==> src/rtl/arw_pkg.sv <==
// Constants, field layouts and carrier types for the converter result and window registers.
// Assumes a byte-wide CPU register port and a conversion sequencer on the same clock.
// Overview of operation
// - Run-when-halted 0 freezes converter and events in break debug; 1 keeps running.
// - One shared 8-bit read-write staging byte serves every 16-bit register.
// - Conversion value low byte at base offset, high byte at base plus one.
// - A single conversion clamps to 0x3FF above reference and 0x000 below ground.
// - Accumulated result never exceeds 0xFFC0 after at most 64 samples.
// - Raw sample is 10 bits; values and limits compare as unsigned magnitudes.
// - With accumulation, the window check uses the final sum, not single samples.
// - Window low limit is a read-write byte pair at 0x12/0x13, reset zero.
// - Window high limit is a read-write byte pair at 0x14/0x15, reset zero.
// - Duty select resets to 1; 0 means 50 percent, 1 means 25 percent high.
// - Conversion value is read-only and all sixteen bits reset to zero.
// - Window mode codes: 0 off, 1 below, 2 above, 3 inside, 4 outside.
// - Window match flag is set at conversion end when the mode condition holds.
// - Done flag sets on each new value; cleared by writing one or reading value.
package arw_pkg;

  // Register byte offsets.
  localparam logic [4:0] ARW_OFS_FLAGS     = 5'h0b;
  localparam logic [4:0] ARW_OFS_DEBUG_RUN = 5'h0c;
  localparam logic [4:0] ARW_OFS_STAGING   = 5'h0d;
  localparam logic [4:0] ARW_OFS_CONV_LO   = 5'h10;
  localparam logic [4:0] ARW_OFS_CONV_HI   = 5'h11;
  localparam logic [4:0] ARW_OFS_WLOW_LO   = 5'h12;
  localparam logic [4:0] ARW_OFS_WLOW_HI   = 5'h13;
  localparam logic [4:0] ARW_OFS_WHIGH_LO  = 5'h14;
  localparam logic [4:0] ARW_OFS_WHIGH_HI  = 5'h15;
  localparam logic [4:0] ARW_OFS_DUTY_CFG  = 5'h16;

  // Field positions.
  localparam int ARW_BIT_RUN_WHEN_HALTED = 0;
  localparam int ARW_BIT_DUTY_SELECT     = 0;
  localparam int ARW_BIT_DONE_FLAG       = 0;
  localparam int ARW_BIT_MATCH_FLAG      = 1;

  // Reset values.
  localparam logic [7:0]  ARW_RST_STAGING   = 8'h00;
  localparam logic [15:0] ARW_RST_CONV      = 16'h0000;
  localparam logic [15:0] ARW_RST_WLOW      = 16'h0000;
  localparam logic [15:0] ARW_RST_WHIGH     = 16'h0000;
  localparam logic        ARW_RST_DUTY      = 1'b1;
  localparam logic        ARW_RST_RUN_HALT  = 1'b0;

  // Value limits.
  localparam logic [15:0] ARW_SINGLE_MAX = 16'h03ff;
  localparam logic [15:0] ARW_ACCUM_MAX  = 16'hffc0;

  // Window match mode codes.
  localparam logic [2:0] ARW_WIN_NONE    = 3'h0;
  localparam logic [2:0] ARW_WIN_BELOW   = 3'h1;
  localparam logic [2:0] ARW_WIN_ABOVE   = 3'h2;
  localparam logic [2:0] ARW_WIN_INSIDE  = 3'h3;
  localparam logic [2:0] ARW_WIN_OUTSIDE = 3'h4;

  // Finished measurement handed over by the sequencer.
  typedef struct packed {
    logic        valid;
    logic        accumulated;
    logic [15:0] value;
  } arw_sample_s;

  // CPU register access request.
  typedef struct packed {
    logic       wr_en;
    logic       rd_en;
    logic [4:0] addr;
    logic [7:0] wr_data;
  } arw_bus_s;

endpackage

==> src/rtl/arw_window_cmp.sv <==
// Window comparator for the finished conversion value.
// Assumes all inputs are stable registered values on the system clock.
`timescale 1ns/1ps
module arw_window_cmp import arw_pkg::*; (
  input  wire logic [2:0]  window_match_mode,
  input  wire logic [15:0] value,
  input  wire logic [15:0] window_low_limit,
  input  wire logic [15:0] window_high_limit,
  output logic             match
);

  logic below;
  logic above;

  // Unsigned magnitude comparisons; zero is smallest, all ones is full scale.
  assign below = value < window_low_limit;
  assign above = value > window_high_limit;

  // Selects the condition; reserved codes never match.
  always_comb begin
    match = 1'b0;
    case (window_match_mode)
      ARW_WIN_BELOW:   match = below;
      ARW_WIN_ABOVE:   match = above;
      ARW_WIN_INSIDE:  match = (value > window_low_limit) && (value < window_high_limit);
      ARW_WIN_OUTSIDE: match = below || above;
      default:         match = 1'b0;
    endcase
  end

endmodule

==> src/rtl/arw_regs.sv <==
// Result, window limit, staging, debug-run and duty registers of the converter.
// Assumes a byte-wide CPU port and a sequencer strobe, both on clk with no crossing.
`timescale 1ns/1ps
module arw_regs import arw_pkg::*; (
  input  wire logic        clk,
  input  wire logic        rst_n,
  input  wire arw_bus_s    bus,
  input  wire arw_sample_s sample,
  input  wire logic [2:0]  window_match_mode,
  input  wire logic        cpu_debug_halt,
  output logic [7:0]       rd_data,
  output logic             converter_run,
  output logic             event_accept,
  output logic             clock_duty_select,
  output logic             conversion_done_flag,
  output logic             window_match_flag,
  output logic [15:0]      conversion_value,
  output logic [15:0]      window_low_limit,
  output logic [15:0]      window_high_limit
);

  // Whole register state of the block.
  typedef struct packed {
    logic        run_when_halted;
    logic [7:0]  staging;
    logic [15:0] conv;
    logic [15:0] wlow;
    logic [15:0] whigh;
    logic        duty;
    logic        done;
    logic        match;
    logic        run;
    logic [7:0]  rdat;
  } arw_state_s;

  arw_state_s  st_q;
  arw_state_s  st_d;
  logic [15:0] clamped;
  logic        cmp_match;
  logic        frozen;
  logic        take;
  logic        wr;
  logic        rd;

  assign wr = bus.wr_en;
  assign rd = bus.rd_en;

  // A halted CPU freezes the converter unless run-when-halted is set.
  assign frozen = cpu_debug_halt && !st_q.run_when_halted;

  // Completion strobes are ignored while frozen, so no strobe loads the value or sets a flag.
  assign take = sample.valid && !frozen;

  // Clamp a single conversion to ten bits and a sum to its largest legal total.
  always_comb begin
    clamped = sample.value;
    if (sample.accumulated) begin
      if (sample.value > ARW_ACCUM_MAX) begin
        clamped = ARW_ACCUM_MAX;
      end
    end else if (sample.value > ARW_SINGLE_MAX) begin
      clamped = ARW_SINGLE_MAX;
    end
  end

  // The comparator sees the incoming final value, which for accumulation is the sum.
  arw_window_cmp u_cmp (
    .window_match_mode (window_match_mode),
    .value             (clamped),
    .window_low_limit  (st_q.wlow),
    .window_high_limit (st_q.whigh),
    .match             (cmp_match)
  );

  // Next-state logic: register writes, reads with staging side effects, and flag events.
  always_comb begin
    st_d      = st_q;
    st_d.rdat = 8'h00;
    st_d.run  = !frozen;

    // Register writes; the conversion value ignores all writes.
    if (wr) begin
      if (bus.addr == ARW_OFS_DEBUG_RUN) begin
        st_d.run_when_halted = bus.wr_data[ARW_BIT_RUN_WHEN_HALTED];
      end else if (bus.addr == ARW_OFS_STAGING) begin
        st_d.staging = bus.wr_data;
      end else if (bus.addr == ARW_OFS_WLOW_LO || bus.addr == ARW_OFS_WHIGH_LO) begin
        st_d.staging = bus.wr_data;
      end else if (bus.addr == ARW_OFS_WLOW_HI) begin
        st_d.wlow = {bus.wr_data, st_q.staging};
      end else if (bus.addr == ARW_OFS_WHIGH_HI) begin
        st_d.whigh = {bus.wr_data, st_q.staging};
      end else if (bus.addr == ARW_OFS_DUTY_CFG) begin
        st_d.duty = bus.wr_data[ARW_BIT_DUTY_SELECT];
      end else if (bus.addr == ARW_OFS_FLAGS) begin
        // Writing one clears a flag, writing zero leaves it.
        if (bus.wr_data[ARW_BIT_DONE_FLAG]) begin
          st_d.done = 1'b0;
        end
        if (bus.wr_data[ARW_BIT_MATCH_FLAG]) begin
          st_d.match = 1'b0;
        end
      end
    end

    // Register reads; unmapped offsets and reserved bits return zero.
    if (rd) begin
      if (bus.addr == ARW_OFS_FLAGS) begin
        st_d.rdat[ARW_BIT_DONE_FLAG]  = st_q.done;
        st_d.rdat[ARW_BIT_MATCH_FLAG] = st_q.match;
      end else if (bus.addr == ARW_OFS_DEBUG_RUN) begin
        st_d.rdat[ARW_BIT_RUN_WHEN_HALTED] = st_q.run_when_halted;
      end else if (bus.addr == ARW_OFS_STAGING) begin
        st_d.rdat = st_q.staging;
      end else if (bus.addr == ARW_OFS_CONV_LO) begin
        st_d.rdat    = st_q.conv[7:0];
        st_d.staging = st_q.conv[15:8];
        st_d.done    = 1'b0;
        st_d.match   = 1'b0;
      end else if (bus.addr == ARW_OFS_CONV_HI) begin
        st_d.rdat = st_q.staging;
      end else if (bus.addr == ARW_OFS_WLOW_LO) begin
        st_d.rdat    = st_q.wlow[7:0];
        st_d.staging = st_q.wlow[15:8];
      end else if (bus.addr == ARW_OFS_WLOW_HI) begin
        st_d.rdat = st_q.staging;
      end else if (bus.addr == ARW_OFS_WHIGH_LO) begin
        st_d.rdat    = st_q.whigh[7:0];
        st_d.staging = st_q.whigh[15:8];
      end else if (bus.addr == ARW_OFS_WHIGH_HI) begin
        st_d.rdat = st_q.staging;
      end else if (bus.addr == ARW_OFS_DUTY_CFG) begin
        st_d.rdat[ARW_BIT_DUTY_SELECT] = st_q.duty;
      end
    end

    // A finished measurement loads the value, sets done and, on a comparator match, the match flag; set wins over any clear.
    if (take) begin
      st_d.conv = clamped;
      st_d.done = 1'b1;
      if (cmp_match) begin
        st_d.match = 1'b1;
      end
    end
  end

  // State register with synchronous active-low reset.
  always_ff @(posedge clk) begin
    if (!rst_n) begin
      st_q.run_when_halted <= ARW_RST_RUN_HALT;
      st_q.staging         <= ARW_RST_STAGING;
      st_q.conv            <= ARW_RST_CONV;
      st_q.wlow            <= ARW_RST_WLOW;
      st_q.whigh           <= ARW_RST_WHIGH;
      st_q.duty            <= ARW_RST_DUTY;
      st_q.done            <= 1'b0;
      st_q.match           <= 1'b0;
      st_q.run             <= 1'b1;
      st_q.rdat            <= 8'h00;
    end else begin
      st_q <= st_d;
    end
  end

  // Outputs come straight from the state register.
  assign rd_data              = st_q.rdat;
  assign converter_run        = st_q.run;
  assign event_accept         = st_q.run;
  assign clock_duty_select    = st_q.duty;
  assign conversion_done_flag = st_q.done;
  assign window_match_flag    = st_q.match;
  assign conversion_value     = st_q.conv;
  assign window_low_limit     = st_q.wlow;
  assign window_high_limit    = st_q.whigh;

endmodule

==> config.mk <==
export PLATFORM = sky130hd
export DESIGN_NAME = arw_regs
export DESIGN_NICKNAME = d
export VERILOG_FILES = /design/src/rtl/arw_pkg.sv /design/src/rtl/arw_window_cmp.sv /design/src/rtl/arw_regs.sv
export SDC_FILE = /design/constraint.sdc
export NUM_CORES = 1
export LEC_CHECK = 0
export BUFFER_PORTS_ARGS = -buffer_cell sky130_fd_sc_hd__buf_4
export CORE_ASPECT_RATIO = 1.5
export CORE_MARGIN = 2
export CORE_UTILIZATION = 55
export DETAILED_ROUTE_END_ITERATION = 8
export PLACE_DENSITY = 0.81
export SLEW_MARGIN = 20
export SYNTH_ARGS = -nofsm -noshare
export SYNTH_HDL_FRONTEND = slang
export SYNTH_SLANG_ARGS = --single-unit
==> constraint.sdc <==
create_clock -name clk -period 3.5 [get_ports clk]
set_clock_uncertainty 0.05 [all_clocks]
set_input_delay 0.7 -clock clk [delete_from_list [all_inputs] [get_ports clk]]
set_output_delay 0.7 -clock clk [all_outputs]
set_load 0.01 [all_outputs]
==> impl_metrics.yaml, run 1 <==
outcome:
  status: "complete, no violations"
synthesis:
  synth_warnings: 0
  synth_top_cell_area_share: 0.305
  syn_area_sq_mm: 0.00452
  synth-main-ff-cell: "dfxtp_1"
  async_flop_share: 0
  ys_top_cells_by_count: "dfxtp_1, nand2_1, buf_4"
  synth-seq-cells: 69
  yosysSeqAreaShare: 0.305
  synthDistinctLibCells: 51
  avgSynthCellArea_sq_um: 8.27
  yosysMostFrequentCell: "dfxtp_1"
  synth_area_leaders: "dfxtp_1, buf_4, ha_1"
  yosys.area.top_type: "dfxtp_1"
  synth_edf_count: 0
  synth_nets: 618
  syn_inst: 547
sta:
  worst_slew_pin_slew_ps: 764
  maxSlewViolCount: 0
  setup_violations: 0
  fmax_mhz: 318
  rsz0062_at_grt: "no"
  whs_ps: 433
  relSlewSlack: 0.489
  hold_viol: 0
  finalCritPeriodShare: 0.900
  post-route-min-period_ps: 3150
  finalSetupTns_ps: 0
worst_setup_path:
  cp_max_fo: 7
  required_ps: 3670
  ff2ff_path_depth: 8
  critPathKind: "in2reg"
  cp_slowest_stage_delay_ps: 540
  cp_top_family: "compound AO/OA/AOI/OAI gates"
  cp-end-kind: "register"
  crit_chain: "buf_4, nor4_1, a21oi_1, buf_4, or2_2, ha_1, nand4_1, a2111oi_0, nand4bb_1, mux2i_1, o311a_1"
  worstSetupStartpointType: "input pin"
  critPathBufInv: 2
  r2r_start: "window_high_limit[1]"
  slowest_stage: "a2111oi_0"
  arrival_ps: 3320
  rr_endpoint: "window_match_flag"
  cp.depth: 11
  regToRegSetupSlack_ps: 1250
  crit_top_cell: "buf_4"
power:
  ir_drop_mv: 0.299
  power_w: 0.00189
  p_leak_nw: 2.08
  p_per_area_mw_per_mm2: 368
placed_design:
  port_buffers: 99
  hpwl_mm: 9.60
  gp_congestion: 0.972
floorplanning:
  rows: 40
  initial_utilization: 0.565
  die_area_sq_mm: 0.00898
  fp.dieH_um: 115
  core_area_sq_mm: 0.00801
  die_w_um: 78.1
  ioPinCount: 100
clock_network:
  numCtsBuffers: 9
  clk_latency_ps: 330
  postCtsSetupBuffers: 0
  path_clk_slew_ps: 60
  cts_tree: "yes"
  clockRootBuffer: "clkbuf_16"
  hold_buffers: 0
  cts_buffer_depth: 2
  cts.sinks: 69
  cts_resized: 0
  h-tree-depth: 3
cells_and_area:
  antenna_cells: 0
  syn2layout_area_growth_pct: 13.8
  drive_gt1_frac: 0.215
  multi_input_area_sq_mm: 0.00249
  fill_cells: 728
  nets: 652
  seqCellArea_sq_mm: 0.00138
grt:
  grt_usage: 0.285
  overflow: 0
  grt_max_degree: 63
  grt_pass1_wl_mm: 19.7
  grt_pass1_vias: 3797
  antenna_found_initial: 0
routing:
  num_vias: 3930
  via_per_inst: 5.70
  first_iter_violations: 231
  wl_per_cell_um: 18.2
  wirelength_mm: 12.5
  route.detailed.drc: 0
  ant_nets: 0
  drt_pre_antenna_iters: 5
min_path:
  min_to: "window_low_limit[9]"
  holdCritPathClass: "reg2reg"
  hold_depth: 2
  holdCritStartpoint: "window_low_limit[9]"
run:
  cap_violations: 0
==> registers in the layout (all words and copies together) (netlist names) <==
signal / cells
window_low_limit: 16
window_match_flag: 1
conversion_value: 16
st_q: 9
clock_duty_select: 1
conversion_done_flag: 1
rd_data: 8
converter_run: 1
window_high_limit: 16
==> cells by family (layout without fill, tap and decap cells) <==
family / Yosys count / in the layout / synth area share
flops: 69 / 69 / 0.305
buf+inv: 111 / 149 / 0.145
compound gates: 121 / 121 / 0.178
fa+ha+maj: 32 / 32 / 0.0885
xor+xnor: 3 / 3 / 0.00581
simple gates: 177 / 177 / 0.202
mux: 34 / 34 / 0.0755
==> placed cells by master, fill, tap and decap left out, types with 2 or more instances in the layout <==
cell | Yosys | routed
o22ai_1 | 6 | 6
a21oi_1 | 29 | 29
o21a_1 | 5 | 5
a31oi_1 | 2 | 2
buf_4 | 61 | 103
a211oi_1 | 9 | 9
nand2b_1 | 5 | 5
o211a_1 | 2 | 2
or2_2 | 3 | 3
clkbuf_1 | 11 | 2
a22oi_1 | 10 | 10
or3_1 | 3 | 3
a21boi_0 | 27 | 27
nor4_1 | 4 | 4
nor2b_1 | 31 | 31
a22o_1 | 2 | 2
nand3_1 | 9 | 9
nor3b_1 | 5 | 5
mux2i_1 | 33 | 33
nand2_1 | 68 | 68
xor2_1 | 2 | 2
inv_1 | 31 | 31
clkinv_2 | 0 | 2
clkbuf_16 | 0 | 9
and2_1 | 8 | 8
dfxtp_1 | 69 | 69
nor2_1 | 18 | 18
o21ai_0 | 14 | 14
nand4_1 | 12 | 12
nor3_1 | 2 | 2
o211ai_1 | 2 | 2
ha_1 | 32 | 32
a21o_1 | 5 | 5
a2111oi_0 | 2 | 2
==> routing by layer <==
metal  global-route usage  routed length [um]  part of all wire  vias up
li1                     -                   -                 -     1908
met1                0.304                4720              0.38     1838
met2                0.534                6790              0.54      148
met3               0.0392                 538             0.043       36
met4                0.158                 502             0.040        0
met5                    0                   0                 0        -
==> worst max-delay path by stage <==
stage,to,start,slack [ps]
4_1_cts,window_match_flag,sample[12],390
3_3_place_gp,window_match_flag,sample[4],120
5_1_grt,window_match_flag,sample[12],80
3_5_place_dp,window_match_flag,sample[4],60
6_report,window_match_flag,sample[12],350
2_1_floorplan,window_match_flag,sample[12],370
==> worst register-to-register path: cells and delay by family, from the launching register on <==
family,cells,cell delay [ps]
AO/OA/AOI/OAI,3,910
flip-flops,1,410
AND/OR/NAND/NOR,2,330
adder cells (fa/ha/maj),1,290
multiplexers,1,80
buffers and inverters,1,70
==> per-stage QoR <==
| step | setup WS (ps) | instance area (sq um) | instances | util |
|---|---|---|---|---|
| after floorplan | 372 | 4520 | 547 | - |
| after global placement | 120 | 4890 | 675 | 0.611 |
| after detailed placement | 63.4 | 4890 | 675 | 0.611 |
| after CTS | 395 | 5150 | 690 | 0.643 |
| after global routing | 75.9 | 5150 | 690 | 0.643 |
| final | 351 | 5150 | 690 | 0.643 |
==> cell type report <==
cell class	instances	area share
well taps	105	0.0255
flip-flops and latches	69	0.268
inverters	31	0.0226
clock inverters	4	0.00510
multi-input cells	367	0.483
repair buffers	103	0.150
clock buffers	11	0.0452
==> power breakdown <==
group	internal (W)	leakage, nW	switching (W)
Clock	0.000474	0.125	0.000333
Sequential	0.000803	0.559	0.0000191
Combinational	0.000121	1.40	0.000143
Total	0.00140	2.08	0.000495
(Power assumes the default switching activity.)
==> run 2, diff against run 1 <==
--- a/config.mk
+++ b/config.mk
@@ -11,6 +11,8 @@
 export CORE_UTILIZATION = 55
 export DETAILED_ROUTE_END_ITERATION = 8
 export PLACE_DENSITY = 0.81
+export RECOVER_POWER = 100
+export SETUP_SLACK_MARGIN = 0.15
 export SLEW_MARGIN = 20
 export SYNTH_ARGS = -nofsm -noshare
 export SYNTH_HDL_FRONTEND = slang
==> run 2 against run 1 <==
The flow now finishes with violations (capacitance limit, slew limit). Sequential power about the same. Wire length up 0.15%. Via count down 0.66%. Critical endpoint unchanged. Largest cell class unchanged.
==> impl_metrics.yaml, run 2 (synthesis gave the netlist of run 1 again) <==
outcome:
  status: "complete, but fails checks"
  violations: "capacitance limit, slew limit"
power:
  p_per_area_mw_per_mm2: 383
  p_leak_nw: 1.82
  ir_drop_mv: 0.298
min_path:
  holdCritPathClass: "reg2reg"
  holdCritStartpoint: "conversion_done_flag"
  min_to: "rd_data[0]"
  hold_depth: 2
worst_setup_path:
  required_ps: 3670
  arrival_ps: 3250
  worstSetupStartpointType: "input pin"
  rr_endpoint: "window_match_flag"
  cp-end-kind: "register"
  r2r_start: "window_low_limit[15]"
  cp_max_fo: 4
  ff2ff_path_depth: 8
  critPathKind: "in2reg"
  regToRegSetupSlack_ps: 1300
clock_network:
  clk_latency_ps: 330
  h-tree-depth: 3
  hold_buffers: 0
  cts.sinks: 69
  path_clk_slew_ps: 60
  cts_tree: "yes"
  cts_buffer_depth: 2
  numCtsBuffers: 9
  clockRootBuffer: "clkbuf_16"
grt:
  antenna_found_initial: 0
  grt_pass1_wl_mm: 19.7
  overflow: 0
  grt_max_degree: 63
  grt_pass1_vias: 3797
  grt_usage: 0.285
run:
  cap_violations: 1
cells_and_area:
  fin_area_sq_mm: 0.00492
  final_util: 0.614
  antenna_cells: 0
  layout_common_cells: "dfxtp_1, nand2_1, clkbuf_1, buf_4, mux2i_1"
  fill_cells: 783
  nets: 652
  layout_commonest_cell: "dfxtp_1"
  drive_gt1_frac: 0.109
  syn2layout_area_growth_pct: 8.71
placed_design:
  gp_congestion: 0.972
  port_buffers: 99
  hpwl_mm: 9.60
  place_area_sq_mm: 0.00489
sta:
  rsz0062_at_grt: "no"
  finalSetupTns_ps: 0
  finalCritPeriodShare: 0.880
  relSlewSlack: -0.514
  maxSlewViolCount: 63
  setup_violations: 0
  post-route-min-period_ps: 3080
  worst_slew_pin_slew_ps: 2270
  hold_viol: 0
  fmax_mhz: 325
routing:
  route.detailed.drc: 0
  wirelength_mm: 12.6
  first_iter_violations: 266
  num_vias: 3904
  drt_pre_antenna_iters: 5
  via_per_inst: 5.66
  wl_per_cell_um: 18.2
  ant_nets: 0
floorplanning:
  die_area_sq_mm: 0.00898
  die_w_um: 78.1
  fp.dieH_um: 115
  initial_utilization: 0.565
  rows: 40
  ioPinCount: 100
  core_area_sq_mm: 0.00801
[run 2: cell count changes in the layout (fill, tap and decap cells not counted), sizes merged]
cell and delta:
buf -62, clkbuf +62
[run 2: where the power goes]
part / internal, W / switching (W)
Sequential: 0.000803 / 0.0000189
Clock: 0.000474 / 0.000332
Combinational: 0.000112 / 0.000143
[run 2: layer usage]
metal  GRT usage  vias to the layer above  wire, um
li1            -                     1909         -
met1       0.304                     1825      4700
met2       0.534                      136      6800
met3      0.0392                       34       566
met4       0.158                        0       495
met5           0                        -         0
[run 2: how the worst max path moves through the flow]
stage | from | end | cells past startpoint
after global placement | sample[4] | window_match_flag | 11
after floorplan | sample[12] | window_match_flag | 9
after CTS | sample[12] | window_match_flag | 11
after detailed placement | sample[4] | window_match_flag | 10
final | sample[12] | window_match_flag | 11
after global routing | rst_n | rd_data[7] | 4
[run 2: repair_timing]
item / 4_1_cts / 5_1_grt
resized for setup: 0 / 1
endpoints found under the setup margin: 0 / 1
buffers inserted: 0 / 0
endpoints found under the hold margin: 0 / 0
[run 2: stage by stage]
step | power (W) | std cells | worst slack (ps) | hold slack [ps]
after floorplan | 0.00100 | 547 | 372 | 394
after global placement | 0.00109 | 675 | 120 | 420
after detailed placement | 0.00110 | 675 | 63.4 | 427
after CTS | 0.00190 | 690 | 395 | 437
after global routing | 0.00196 | 690 | 157 | 460
final | 0.00188 | 690 | 419 | 435
[run 2: worst max-delay path, cell delays in order]
cell	delay, ps
buf_4	120
nor4_1	290
a21oi_1	180
or3b_2	510
ha_1	300
nand4_1	110
nor2_1	50
a221o_1	310
nor3_1	260
mux2i_1	130
o311a_1	290
[run 2: final cells by class]
type                            count  area (sq um)  share of cell area
Multi-Input combinational cell    367          2490               0.506
Sequential cell                    69          1380               0.281
Timing Repair Buffer              103           541               0.110
Clock buffer                       11           233              0.0473
Tap cell                          105           131              0.0267
Inverter                           31           116              0.0237
Clock inverter                      4          26.3             0.00534
